File: config.mk
export PLATFORM = sky130hd
export DESIGN_NAME = tpc_device_flat
export DESIGN_NICKNAME = d
export VERILOG_FILES = /design/src/rtl/tpc_pkg.sv /design/src/rtl/tpc_link_if.sv /design/src/rtl/tpc_device.sv /design/src/flat_wrapper.sv
export SDC_FILE = /design/constraint.sdc
export NUM_CORES = 1
export LEC_CHECK = 0
export BUFFER_PORTS_ARGS = -buffer_cell sky130_fd_sc_hd__buf_2
export CAP_MARGIN = 20
export CORE_MARGIN = 3
export CORE_UTILIZATION = 25
export CTS_CLUSTER_DIAMETER = 30
export CTS_CLUSTER_SIZE = 28
export DETAILED_ROUTE_END_ITERATION = 7
export PLACE_DENSITY = 0.45
export SYNTH_ARGS = -nofsm -noshare
export SYNTH_HDL_FRONTEND = slang
export SYNTH_SLANG_ARGS = --single-unit
export TNS_END_PERCENT = 100
File: constraint.sdc
create_clock -name CLK -period 1.8 [get_ports CLK]
set_clock_uncertainty 0.15 [all_clocks]
set_input_delay 0 -clock CLK [delete_from_list [all_inputs] [get_ports CLK]]
set_output_delay 0 -clock CLK [all_outputs]
set_load 0.02 [all_outputs]
File: src/rtl/tpc_pkg.sv
/*
  Shared constants and types for the paper-tape punch cycle control pair.
  Assumes a single 100 MHz system clock shared by both ends.
*/
package tpc_pkg;
  localparam int CLK_PERIOD_NS = 10;
  localparam int ARM_DELAY_NS = 500;
  localparam int MIN_PULSE_NS = 5000;
  // least times round up to whole cycles
  localparam int ARM_CYCLES = (ARM_DELAY_NS + CLK_PERIOD_NS - 1) / CLK_PERIOD_NS;
  localparam int PULSE_CYCLES = (MIN_PULSE_NS + CLK_PERIOD_NS - 1) / CLK_PERIOD_NS;
  localparam int ARM_CNT_W = 6;
  localparam int PULSE_CNT_W = 10;
  localparam logic [ARM_CNT_W-1:0] ARM_LAST = ARM_CNT_W'(ARM_CYCLES - 1);
  localparam logic [PULSE_CNT_W-1:0] PULSE_LAST = PULSE_CNT_W'(PULSE_CYCLES - 1);
  localparam logic [PULSE_CNT_W-1:0] QUIET_DONE = PULSE_CNT_W'(PULSE_CYCLES);

  localparam int DATA_W = 8;
  localparam int CH5_IDX = 4;
  typedef logic [DATA_W-1:0] tpc_data_t;

  // synchroniser lane positions on the device end
  localparam int SI_START = 0;
  localparam int SI_SHAFT = 1;
  localparam int SI_MEDIA_N = 2;
  localparam int SI_MANUAL_N = 3;
  localparam int SI_CH5_SEL_N = 4;
  localparam int SI_CARD_IN = 5;
  localparam int SI_CARD_HOLE = 6;
  localparam int SI_EXT_BUSY = 7;
  localparam int SI_DATA_STRAP = 8;
  localparam int SI_SPR_STRAP = 9;
  localparam int SI_CH5_STRAP = 10;
  localparam int SYNC_W = 11;
  // active-low lanes rest high so reset does not fake a fault or manual feed
  localparam logic [SYNC_W-1:0] SYNC_RST = 11'h01C;

  typedef enum logic [1:0] {
    TPC_DEV_IDLE = 2'b00,
    TPC_DEV_ARM = 2'b01,
    TPC_DEV_FEED = 2'b11
  } tpc_dev_state_t;

  typedef enum logic [1:0] {
    TPC_SRC_IDLE = 2'b00,
    TPC_SRC_QUIET = 2'b01,
    TPC_SRC_PULSE = 2'b11
  } tpc_src_state_t;

  // register map of the source end, byte addresses
  localparam int ADDR_W = 4;
  localparam logic [ADDR_W-1:0] REG_CTRL = 4'h0;
  localparam logic [ADDR_W-1:0] REG_DATA = 4'h4;
  localparam logic [ADDR_W-1:0] REG_STATUS = 4'h8;
  localparam int CTRL_FWD_BIT = 0;
  localparam int CTRL_GO_BIT = 1;
  localparam int STAT_ACTIVE_BIT = 0;
  localparam int STAT_PEND_BIT = 1;
  localparam int STAT_FWD_BIT = 2;
  localparam logic CTRL_FWD_RST = 1'b1;
  localparam tpc_data_t DATA_RST = 8'h00;
  localparam logic [31:0] WORD_ZERO = 32'h0000_0000;
  localparam logic [1:0] HRESP_OKAY = 2'b00;
endpackage : tpc_pkg

File: src/rtl/tpc_link_if.sv
/*
  Punch handshake between the data source and the punch control.
  Assumes both ends run on the same system clock.
*/
`timescale 1ns/10ps
interface tpc_link_if;
  logic start_req;
  logic feed_fwd;
  tpc_pkg::tpc_data_t data;
  logic cycle_active;

  modport dev (input start_req, input feed_fwd, input data, output cycle_active);
  modport src (output start_req, output feed_fwd, output data, input cycle_active);
endinterface : tpc_link_if

File: src/rtl/tpc_device.sv
/*
  Punch cycle control: turns cycle requests from the data source into
  forward feed, reverse feed, sprocket and data punch commands.
  Assumes solenoid drivers sit outside; shaft timing is a square wave
  whose rising edge is 0 degrees and falling edge 180 degrees.
*/
// Contract
// RULE1 - start cycle on request rising edge only
// RULE2 - source waits five us idle before request
// RULE3 - requests spaced at least five us apart
// RULE4 - source pulses last at least five us
// RULE5 - cycle active high busy, low ready
// RULE6 - cycle active is internal OR external busy
// RULE7 - media fault low forces cycle active
// RULE8 - direction high forward, low reverse
// RULE9 - direction changes only while idle
// RULE10 - data punching only in forward feed
// RULE11 - eight channels, punch each high channel
// RULE12 - data valid by 100 us, held
// RULE13 - manual advance low makes leader, no data
// RULE14 - strap fitted enables; else high inhibits
// RULE15 - leader punches channel five when selected
// RULE16 - prepunched card suppresses sprocket unless strapped
// RULE17 - card hole hold inhibits data, keeps feeding
// RULE18 - arm feed and punch after 0.5 us
// RULE19 - feed state clears at feed drive end
// RULE20 - manual advance feeds continuously with sprockets
// RULE21 - synchronise inputs and detect edges
`timescale 1ns/10ps
module tpc_device (
  tpc_link_if.dev LINK,
  input wire logic CLK,
  input wire logic RST_N,
  input wire logic SHAFT_TIMING,
  input wire logic MEDIA_FAULT_N,
  input wire logic EXT_BUSY,
  input wire logic MANUAL_ADVANCE_N,
  input wire logic CH5_FILL_SEL_N,
  input wire logic CARD_IN_POSITION,
  input wire logic CARD_HOLE_HOLD,
  input wire logic DATA_STRAP,
  input wire logic SPROCKET_HOLE_STRAP,
  input wire logic CH5_FILL_STRAP,
  output logic FWD_FEED,
  output logic REV_FEED,
  output logic SPROCKET_PUNCH,
  output tpc_pkg::tpc_data_t DATA_PUNCH
);
  import tpc_pkg::*;

  function automatic logic rose(input logic now, input logic was);
    rose = now & ~was;
  endfunction : rose

  function automatic logic fell(input logic now, input logic was);
    fell = ~now & was;
  endfunction : fell

  logic [SYNC_W-1:0] raw;
  logic [SYNC_W-1:0] sync_a;
  logic [SYNC_W-1:0] sync_b;
  logic [SYNC_W-1:0] sync_c;
  logic start_rise;
  logic shaft_rise;
  logic shaft_fall;
  logic manual_on;
  logic hold_on;
  logic data_ok;
  logic sprocket_ok;
  logic ch5_fill;
  logic dir_fwd;
  logic feed_end;
  tpc_dev_state_t state;
  tpc_dev_state_t next_state;
  logic [ARM_CNT_W-1:0] arm_cnt;
  logic punch_en;
  logic fwd;
  logic rev;
  tpc_data_t next_data;

  assign raw = {CH5_FILL_STRAP, SPROCKET_HOLE_STRAP, DATA_STRAP, EXT_BUSY, CARD_HOLE_HOLD,
                CARD_IN_POSITION, CH5_FILL_SEL_N, MANUAL_ADVANCE_N, MEDIA_FAULT_N,
                SHAFT_TIMING, LINK.start_req};

  // the third stage only feeds edge detection; sync_a is read by sync_b alone
  always_ff @(posedge CLK or negedge RST_N) begin
    if (!RST_N) begin
      sync_a <= SYNC_RST;
      sync_b <= SYNC_RST;
      sync_c <= SYNC_RST;
    end else begin
      sync_a <= raw; // RULE21
      sync_b <= sync_a;
      sync_c <= sync_b;
    end
  end

  assign start_rise = rose(sync_b[SI_START], sync_c[SI_START]); // RULE1
  assign shaft_rise = rose(sync_b[SI_SHAFT], sync_c[SI_SHAFT]); // RULE21
  assign shaft_fall = fell(sync_b[SI_SHAFT], sync_c[SI_SHAFT]); // RULE21

  assign manual_on = ~sync_b[SI_MANUAL_N]; // RULE13
  // a strap fitted keeps the function on whatever the inhibit input does
  assign data_ok = sync_b[SI_DATA_STRAP] | ~sync_b[SI_CARD_HOLE]; // RULE14
  assign sprocket_ok = sync_b[SI_SPR_STRAP] | ~sync_b[SI_CARD_IN]; // RULE16
  assign ch5_fill = sync_b[SI_CH5_STRAP] | ~sync_b[SI_CH5_SEL_N]; // RULE15
  // a card hole hold with no data strap fitted keeps the feed state alive until the input drops
  assign hold_on = manual_on | ~data_ok; // RULE17
  // leader always runs forward
  assign dir_fwd = LINK.feed_fwd | manual_on; // RULE8
  assign feed_end = (fwd & shaft_fall) | (rev & shaft_rise);

  always_comb begin
    next_state = state;
    case (state)
      TPC_DEV_IDLE: begin
        if (start_rise) begin
          next_state = TPC_DEV_ARM; // RULE1
        end
      end
      TPC_DEV_ARM: begin
        if (arm_cnt == ARM_LAST) begin
          next_state = TPC_DEV_FEED; // RULE18
        end
      end
      TPC_DEV_FEED: begin
        if (feed_end && !hold_on) begin
          next_state = TPC_DEV_IDLE; // RULE19
        end
      end
      default: begin
        next_state = TPC_DEV_IDLE;
      end
    endcase
    if (hold_on) begin
      next_state = TPC_DEV_FEED; // RULE20
    end
  end

  always_ff @(posedge CLK or negedge RST_N) begin
    if (!RST_N) begin
      state <= TPC_DEV_IDLE;
    end else begin
      state <= next_state;
    end
  end

  always_ff @(posedge CLK or negedge RST_N) begin
    if (!RST_N) begin
      arm_cnt <= '0;
    end else if (state == TPC_DEV_ARM) begin
      arm_cnt <= arm_cnt + ARM_CNT_W'(1); // RULE18
    end else begin
      arm_cnt <= '0;
    end
  end

  // like the original punch enable it stays set after a cycle and is dropped
  // only by manual feed; that is what tells leader from data cycles
  always_ff @(posedge CLK or negedge RST_N) begin
    if (!RST_N) begin
      punch_en <= 1'b0;
    end else if (manual_on) begin
      punch_en <= 1'b0; // RULE13
    end else if (state == TPC_DEV_ARM && arm_cnt == ARM_LAST) begin
      punch_en <= 1'b1; // RULE18
    end
  end

  // forward drive runs from 0 to 180 degrees, reverse from 180 to 360
  always_ff @(posedge CLK or negedge RST_N) begin
    if (!RST_N) begin
      fwd <= 1'b0;
    end else if (fwd && shaft_fall) begin
      fwd <= 1'b0; // RULE19
    end else if (shaft_rise && state == TPC_DEV_FEED && dir_fwd) begin
      fwd <= 1'b1; // RULE8
    end
  end

  always_ff @(posedge CLK or negedge RST_N) begin
    if (!RST_N) begin
      rev <= 1'b0;
    end else if (rev && shaft_rise) begin
      rev <= 1'b0; // RULE19
    end else if (shaft_fall && state == TPC_DEV_FEED && !dir_fwd) begin
      rev <= 1'b1; // RULE8
    end
  end

  always_comb begin
    next_data = '0;
    if (fwd && punch_en && LINK.feed_fwd && data_ok && !manual_on) begin
      next_data = LINK.data; // RULE10 RULE11 RULE17
    end
    if (fwd && !punch_en && ch5_fill) begin
      next_data[CH5_IDX] = 1'b1; // RULE15
    end
  end

  always_ff @(posedge CLK or negedge RST_N) begin
    if (!RST_N) begin
      DATA_PUNCH <= '0;
      SPROCKET_PUNCH <= 1'b0;
    end else begin
      DATA_PUNCH <= next_data;
      SPROCKET_PUNCH <= fwd & sprocket_ok; // RULE16 RULE20
    end
  end

  assign FWD_FEED = fwd;
  assign REV_FEED = rev;

  // busy covers arming too, so the source never sees a ready gap mid-cycle
  assign LINK.cycle_active = (state != TPC_DEV_IDLE) // RULE5
                           | sync_b[SI_EXT_BUSY] // RULE6
                           | ~sync_b[SI_MEDIA_N]; // RULE7
endmodule : tpc_device

File: src/flat_wrapper.sv
// flat-port wrapper written by rule: the top's interface ports become plain ports
module tpc_device_flat import tpc_pkg::*;
  (CLK, RST_N, SHAFT_TIMING, MEDIA_FAULT_N, EXT_BUSY, MANUAL_ADVANCE_N, CH5_FILL_SEL_N, CARD_IN_POSITION, CARD_HOLE_HOLD, DATA_STRAP, SPROCKET_HOLE_STRAP, CH5_FILL_STRAP, FWD_FEED, REV_FEED, SPROCKET_PUNCH, DATA_PUNCH, LINK_start_req, LINK_feed_fwd, LINK_data, LINK_cycle_active);
  tpc_link_if LINK_i ();
  input wire logic CLK;
  input wire logic RST_N;
  input wire logic SHAFT_TIMING;
  input wire logic MEDIA_FAULT_N;
  input wire logic EXT_BUSY;
  input wire logic MANUAL_ADVANCE_N;
  input wire logic CH5_FILL_SEL_N;
  input wire logic CARD_IN_POSITION;
  input wire logic CARD_HOLE_HOLD;
  input wire logic DATA_STRAP;
  input wire logic SPROCKET_HOLE_STRAP;
  input wire logic CH5_FILL_STRAP;
  output logic FWD_FEED;
  output logic REV_FEED;
  output logic SPROCKET_PUNCH;
  output tpc_pkg::tpc_data_t DATA_PUNCH;
  input wire logic [$bits(LINK_i.start_req)-1:0] LINK_start_req;
  input wire logic [$bits(LINK_i.feed_fwd)-1:0] LINK_feed_fwd;
  input wire logic [$bits(LINK_i.data)-1:0] LINK_data;
  output wire logic [$bits(LINK_i.cycle_active)-1:0] LINK_cycle_active;
  assign LINK_i.start_req = LINK_start_req;
  assign LINK_i.feed_fwd = LINK_feed_fwd;
  assign LINK_i.data = LINK_data;
  assign LINK_cycle_active = LINK_i.cycle_active;
  tpc_device u_core (.LINK(LINK_i), .CLK(CLK), .RST_N(RST_N), .SHAFT_TIMING(SHAFT_TIMING), .MEDIA_FAULT_N(MEDIA_FAULT_N), .EXT_BUSY(EXT_BUSY), .MANUAL_ADVANCE_N(MANUAL_ADVANCE_N), .CH5_FILL_SEL_N(CH5_FILL_SEL_N), .CARD_IN_POSITION(CARD_IN_POSITION), .CARD_HOLE_HOLD(CARD_HOLE_HOLD), .DATA_STRAP(DATA_STRAP), .SPROCKET_HOLE_STRAP(SPROCKET_HOLE_STRAP), .CH5_FILL_STRAP(CH5_FILL_STRAP), .FWD_FEED(FWD_FEED), .REV_FEED(REV_FEED), .SPROCKET_PUNCH(SPROCKET_PUNCH), .DATA_PUNCH(DATA_PUNCH));
endmodule
### After elaboration in Yosys (flattened, before gate mapping)

Cells that the tools add are included.

| operators by class | value |
|---|---|
| muxes and demuxes | 14 |
| reductions and logical operators | 22 |
| equality and inequality tests | 7 |
| bitwise gates (word level) | 23 |
| $add $sub $neg | 1 |

Operators with widths:

| cell | number |
|---|---|
| $logic_and A1 B1 Y1 | 14 |
| $ne A3 B1 Y1 const B | 3 |
| $not A1 Y1 | 9 |
| $mux W2 | 4 |
| $mux W8 | 1 |
| $or A1 B1 Y1 | 8 |
| $mux W1 | 7 |
| $add A6 B1 Y6 const B | 1 |
| $and A1 B1 Y1 | 6 |
| $eq A6 B6 Y1 const B | 1 |
| $mux W6 | 1 |
| $pmux W2 S3 | 1 |
| $reduce_bool A2 Y1 | 3 |
| $logic_not A1 Y1 | 3 |
| $reduce_and A3 Y1 | 1 |
| $eq A2 B1 Y1 const B | 1 |
| $eq A2 B2 Y1 const B | 1 |
| $logic_not A2 Y1 | 1 |
| $ne A2 B2 Y1 const B | 1 |

| storage, ports and cells | value |
|---|---|
| flip-flop bits (word level) | 44 |
| word-level logic and storage cells | 77 |
| bits of input ports | 22 |
| output and inout bits | 12 |

### Logic depth before layout (Yosys ltp)

| logic depth | value |
|---|---|
| depth after elaboration | 9 |
| mapped depth | 5 |
| mapped depth without buffers | 5 |

### Worst setup path before layout

OpenSTA, ideal clock, no wires.

| timing | value |
|---|---|
| kind | register to register |
| start point | register u_core.arm_cnt[0] |
| end point | register u_core.punch_en |
| required time | 1.531 ns |
| path slack | 0.504 ns |
| stages on the path, launching flop included | 5 |
| library setup time | 0.119 ns |
| data arrival time | 1.027 ns |
| path through | dfrtp_1 ha_1 nor4bb_1 and3_1 o21a_1 |

| on the way | value |
|---|---|
| longest elaborated chain between the ends | 3 |

Ends and longest elaborated chain:

| what | RTL line | RTL |
|---|---|---|
| start: declaration | tpc_device.sv:75 | `logic [ARM_CNT_W-1:0] arm_cnt;` |
| start signal: assignment | tpc_device.sv:152 | `arm_cnt <= arm_cnt + ARM_CNT_W'(1);` |
| $eq A6 B6 Y1 | tpc_device.sv:165 | `end else if (state == TPC_DEV_ARM && arm_cnt == ARM_LAST) begin` |
| $logic_and A1 B1 Y1 | tpc_device.sv:165 |  |
| $ne A2 B2 Y1 (no source line) | - |  |
| end signal: assignment | tpc_device.sv:162 | `punch_en <= 1'b0;` |
| end signal: assignment | tpc_device.sv:164 | `punch_en <= 1'b0;` |
| end signal: assignment | tpc_device.sv:166 | `punch_en <= 1'b1;` |
| end: declaration | tpc_device.sv:76 | `logic punch_en;` |

Every way passes these cells.
A chain may end at the register's enable or synchronous reset.

### Worst setup path after layout

| timing | value |
|---|---|
| start point | register u_core.state[0] |
| end point | output LINK_cycle_active |

| on the way | value |
|---|---|
| longest elaborated chain between the ends | 3 |

Ends and longest elaborated chain:

| what | RTL line | RTL |
|---|---|---|
| start: declaration | tpc_device.sv:73 | `tpc_dev_state_t state;` |
| start signal: assignment | tpc_device.sv:144 | `state <= next_state;` |
| $reduce_bool A2 Y1 | tpc_device.sv:215 | `assign LINK.cycle_active = (state != TPC_DEV_IDLE)` |
| $or A1 B1 Y1 | tpc_device.sv:216 | `\| sync_b[SI_EXT_BUSY]` |
| $or A1 B1 Y1 | tpc_device.sv:217 | `\| ~sync_b[SI_MEDIA_N];` |
| end: declaration | flat_wrapper.sv:24 | `output wire logic [$bits(LINK_i.cycle_active)-1:0] LINK_cycle_active;` |

Every way passes these cells.

==> impl_metrics.yaml <==
route:
  drt_iter0_drc: 28
  finalWirelength_um: 2610
  firstDrtPassIters: 3
  wl_met1_um: 1080
  topRoutingLayerUsed: "met4"
  route.met3.wl_um: 131
  vias_per_cell: 3.98
  wl_per_cell_um: 11.0
  drc: 0
  ant_nets: 0
  vias: 939
  dr_wl_met2_um: 1360
clock_tree:
  cts_tree: "done"
  root_buffer: "clkbuf_8"
  clk_pin_slew_worst_paths_ps: 90
  post-cts-setup-buffers: 0
  cts_resized: 0
  clockBufferDepth: 2
  h-tree-depth: 2
  cts_inserted_buffers: 5
  clk-insertion-delay-late_ps: 300
  clock-sinks: 44
synthesis:
  synth_area_sq_um: 1480
  yosysMostFrequentCell: "dfrtp_1"
  ys_seq_area_share_pct: 75.1
  synth_flop_cell: "dfrtp_1"
  synth-edff-count: 0
  ys_ff_latch: 44
  synthDistinctLibCells: 30
  synth_top_area_share_pct: 64.5
  syn_nets: 123
  synthTopCellsByCount: "38 x dfrtp_1, 8 x and2_1, 7 x inv_1, 7 x nor2_1, 6 x dfstp_2"
  ys_async_sr_fraction_pct: 100
  synth_top_area_cell: "dfrtp_1"
  synthCells: 99
  yosys-top-cells-area: "dfrtp_1 64%, dfstp_2 11%, and2_1 3.4%"
  synth.avg_cell_area_sq_um: 14.9
  ys_warn_count: 0
sta:
  tightestPinTransition_ps: 412
  hold_violations: 0
  slew_viol_final: 0
  tns_ps: 0
  max_freq_mhz: 608
  setup_violations: 0
  min_period_ps: 1640
  rsz0062_at_grt: "no"
  setup_slack_ps: 156
  post-route-period-util_pct: 91.4
  relSlewSlack_pct: 72.5
floorplan:
  rows: 27
  start_util_pct: 26.3
  design.core.area_sq_um: 5610
  die_x_um: 82.8
  ios: 34
  die_area_sq_um: 6860
  die_height_um: 82.8
flow_run:
  drv_cap: 0
final_layout:
  area_delta_synth_final_pct: 39.8
  drive_above_1_share_pct: 31.7
  final_cell_area_sq_um: 2060
  layout.nets: 187
  utilization_pct: 36.8
  nFillCells: 581
  multi_input_area_sq_um: 340
  diodes: 0
  seq_area_sq_um: 1110
critical_path:
  r2r_cells: 5
  arrival_ps: 1490
  required_ps: 1650
  setup.worst_path.end_class: "output pin"
  r2r-start: "u_core.arm_cnt[1]"
  reg2reg_to: "u_core.state[1]"
  start_kind: "flop"
  cp_max_fo: 6
  reg2reg_slack_ps: 430
  crit_type: "reg2out"
grt:
  grt_first_pass_wirelength_um: 4550
  antenna_found_initial: 0
  grt_use_total_pct: 8.23
  grt_pass1_vias: 1095
  grt_overflow_total: 0
  grt_start_max_net_pins: 19
power:
  p_leak_nw: 0.992
  power.total_mw: 1.90
  pwr_density_cell_nw_per_um2: 922
  ir_worst_vdd_v: 0.000440
min_path:
  hp-class: "in2async"
status:
  status: "finished, final reports clean"
placed_design:
  portBuffers: 33
  dp_hpwl_um: 1920
  dpl_cell_area_sq_um: 1750
  gp_congestion: 0.742
  dp_slack_ps: 432
## worst max path at each step
| stage | from | end | slack (ps) | depth (start not counted) |
|---|---|---|---|---|
| 6_report | u_core.state[0] | LINK_cycle_active | 160 | 2 |
| 5_1_grt | u_core.state[0] | LINK_cycle_active | 120 | 2 |
| 4_1_cts | u_core.state[0] | LINK_cycle_active | 150 | 2 |
| 3_5_place_dp | u_core.arm_cnt[1] | u_core.state[1] | 430 | 5 |
| 3_3_place_gp | u_core.arm_cnt[1] | u_core.state[1] | 470 | 5 |
| 2_1_floorplan | u_core.arm_cnt[0] | u_core.punch_en | 500 | 4 |
## kinds of logic after synthesis
family | after synthesis | synth area share, %
fa+ha+maj | 2 | 1.70
xor+xnor | 3 | 1.78
flops | 44 | 75.1
buf+inv | 7 | 1.78
compound gates | 12 | 6.87
simple gates | 31 | 12.7
## per-layer routing
layer,vias up,GRT usage [%]
met2,20,14.7
met4,0,3.12
li1,451,-
met3,3,3.27
met5,-,0
met1,465,8.69
## layout by cell type, fill, tap and decap left out, types with 2 or more instances in the layout
master / synthesis / layout
nor2b_1: 2 / 2
nor2_1: 7 / 7
dfrtp_1: 38 / 38
buf_2: 0 / 33
dfstp_2: 6 / 6
nand2_1: 3 / 3
buf_4: 0 / 2
a21oi_1: 3 / 3
inv_1: 7 / 7
and2_1: 8 / 8
nand3_1: 2 / 2
xor2_1: 2 / 2
dlygate4sd3_1: 0 / 22
clkbuf_8: 0 / 6
ha_1: 2 / 2
## flip-flops by register name (all words and copies together) (netlist names)
register / count
u_core.sync_a: 11
u_core.sync_b: 11
u_core.DATA_PUNCH: 8
u_core.arm_cnt: 6
u_core.state: 2
u_core.sync_c: 2
u_core.FWD_FEED: 1
u_core.REV_FEED: 1
u_core.SPROCKET_PUNCH: 1
u_core.punch_en: 1
## stage by stage
stage	hold slack [ps]	instances
after detailed placement	-256	206
after floorplan	-446	99
after global placement	-259	206
after global routing	64.9	236
final	52.7	236
after CTS	47.9	236
## critical path, cell delays in order, from the launching register on
cell and delay (ps):
dfrtp_1 470, or4b_1 560, buf_2 180
## power by group
part           internal (mW)  switching (mW)  leakage (nW)
registers               1.04          0.0323         0.538
clock network          0.314           0.333        0.0516
logic                 0.0913          0.0867         0.403
total                   1.45           0.452         0.992
## repair_timing
item	CTS	global route
endpoints found under the hold margin	63	0
hold buffers	22	0
endpoints found under the setup margin	0	0
## cell type report
type                            instances  share of cell area (%)
Multi-Input combinational cell         48                    16.5
Clock buffer                            6                    4.00
Tap cell                               72                    4.37
Clock inverter                          2                   0.667
Inverter                                7                    1.27
Timing Repair Buffer                   57                    19.4
Sequential cell                        44                    53.8
Note: power is estimated with default switching activity, not from simulation.
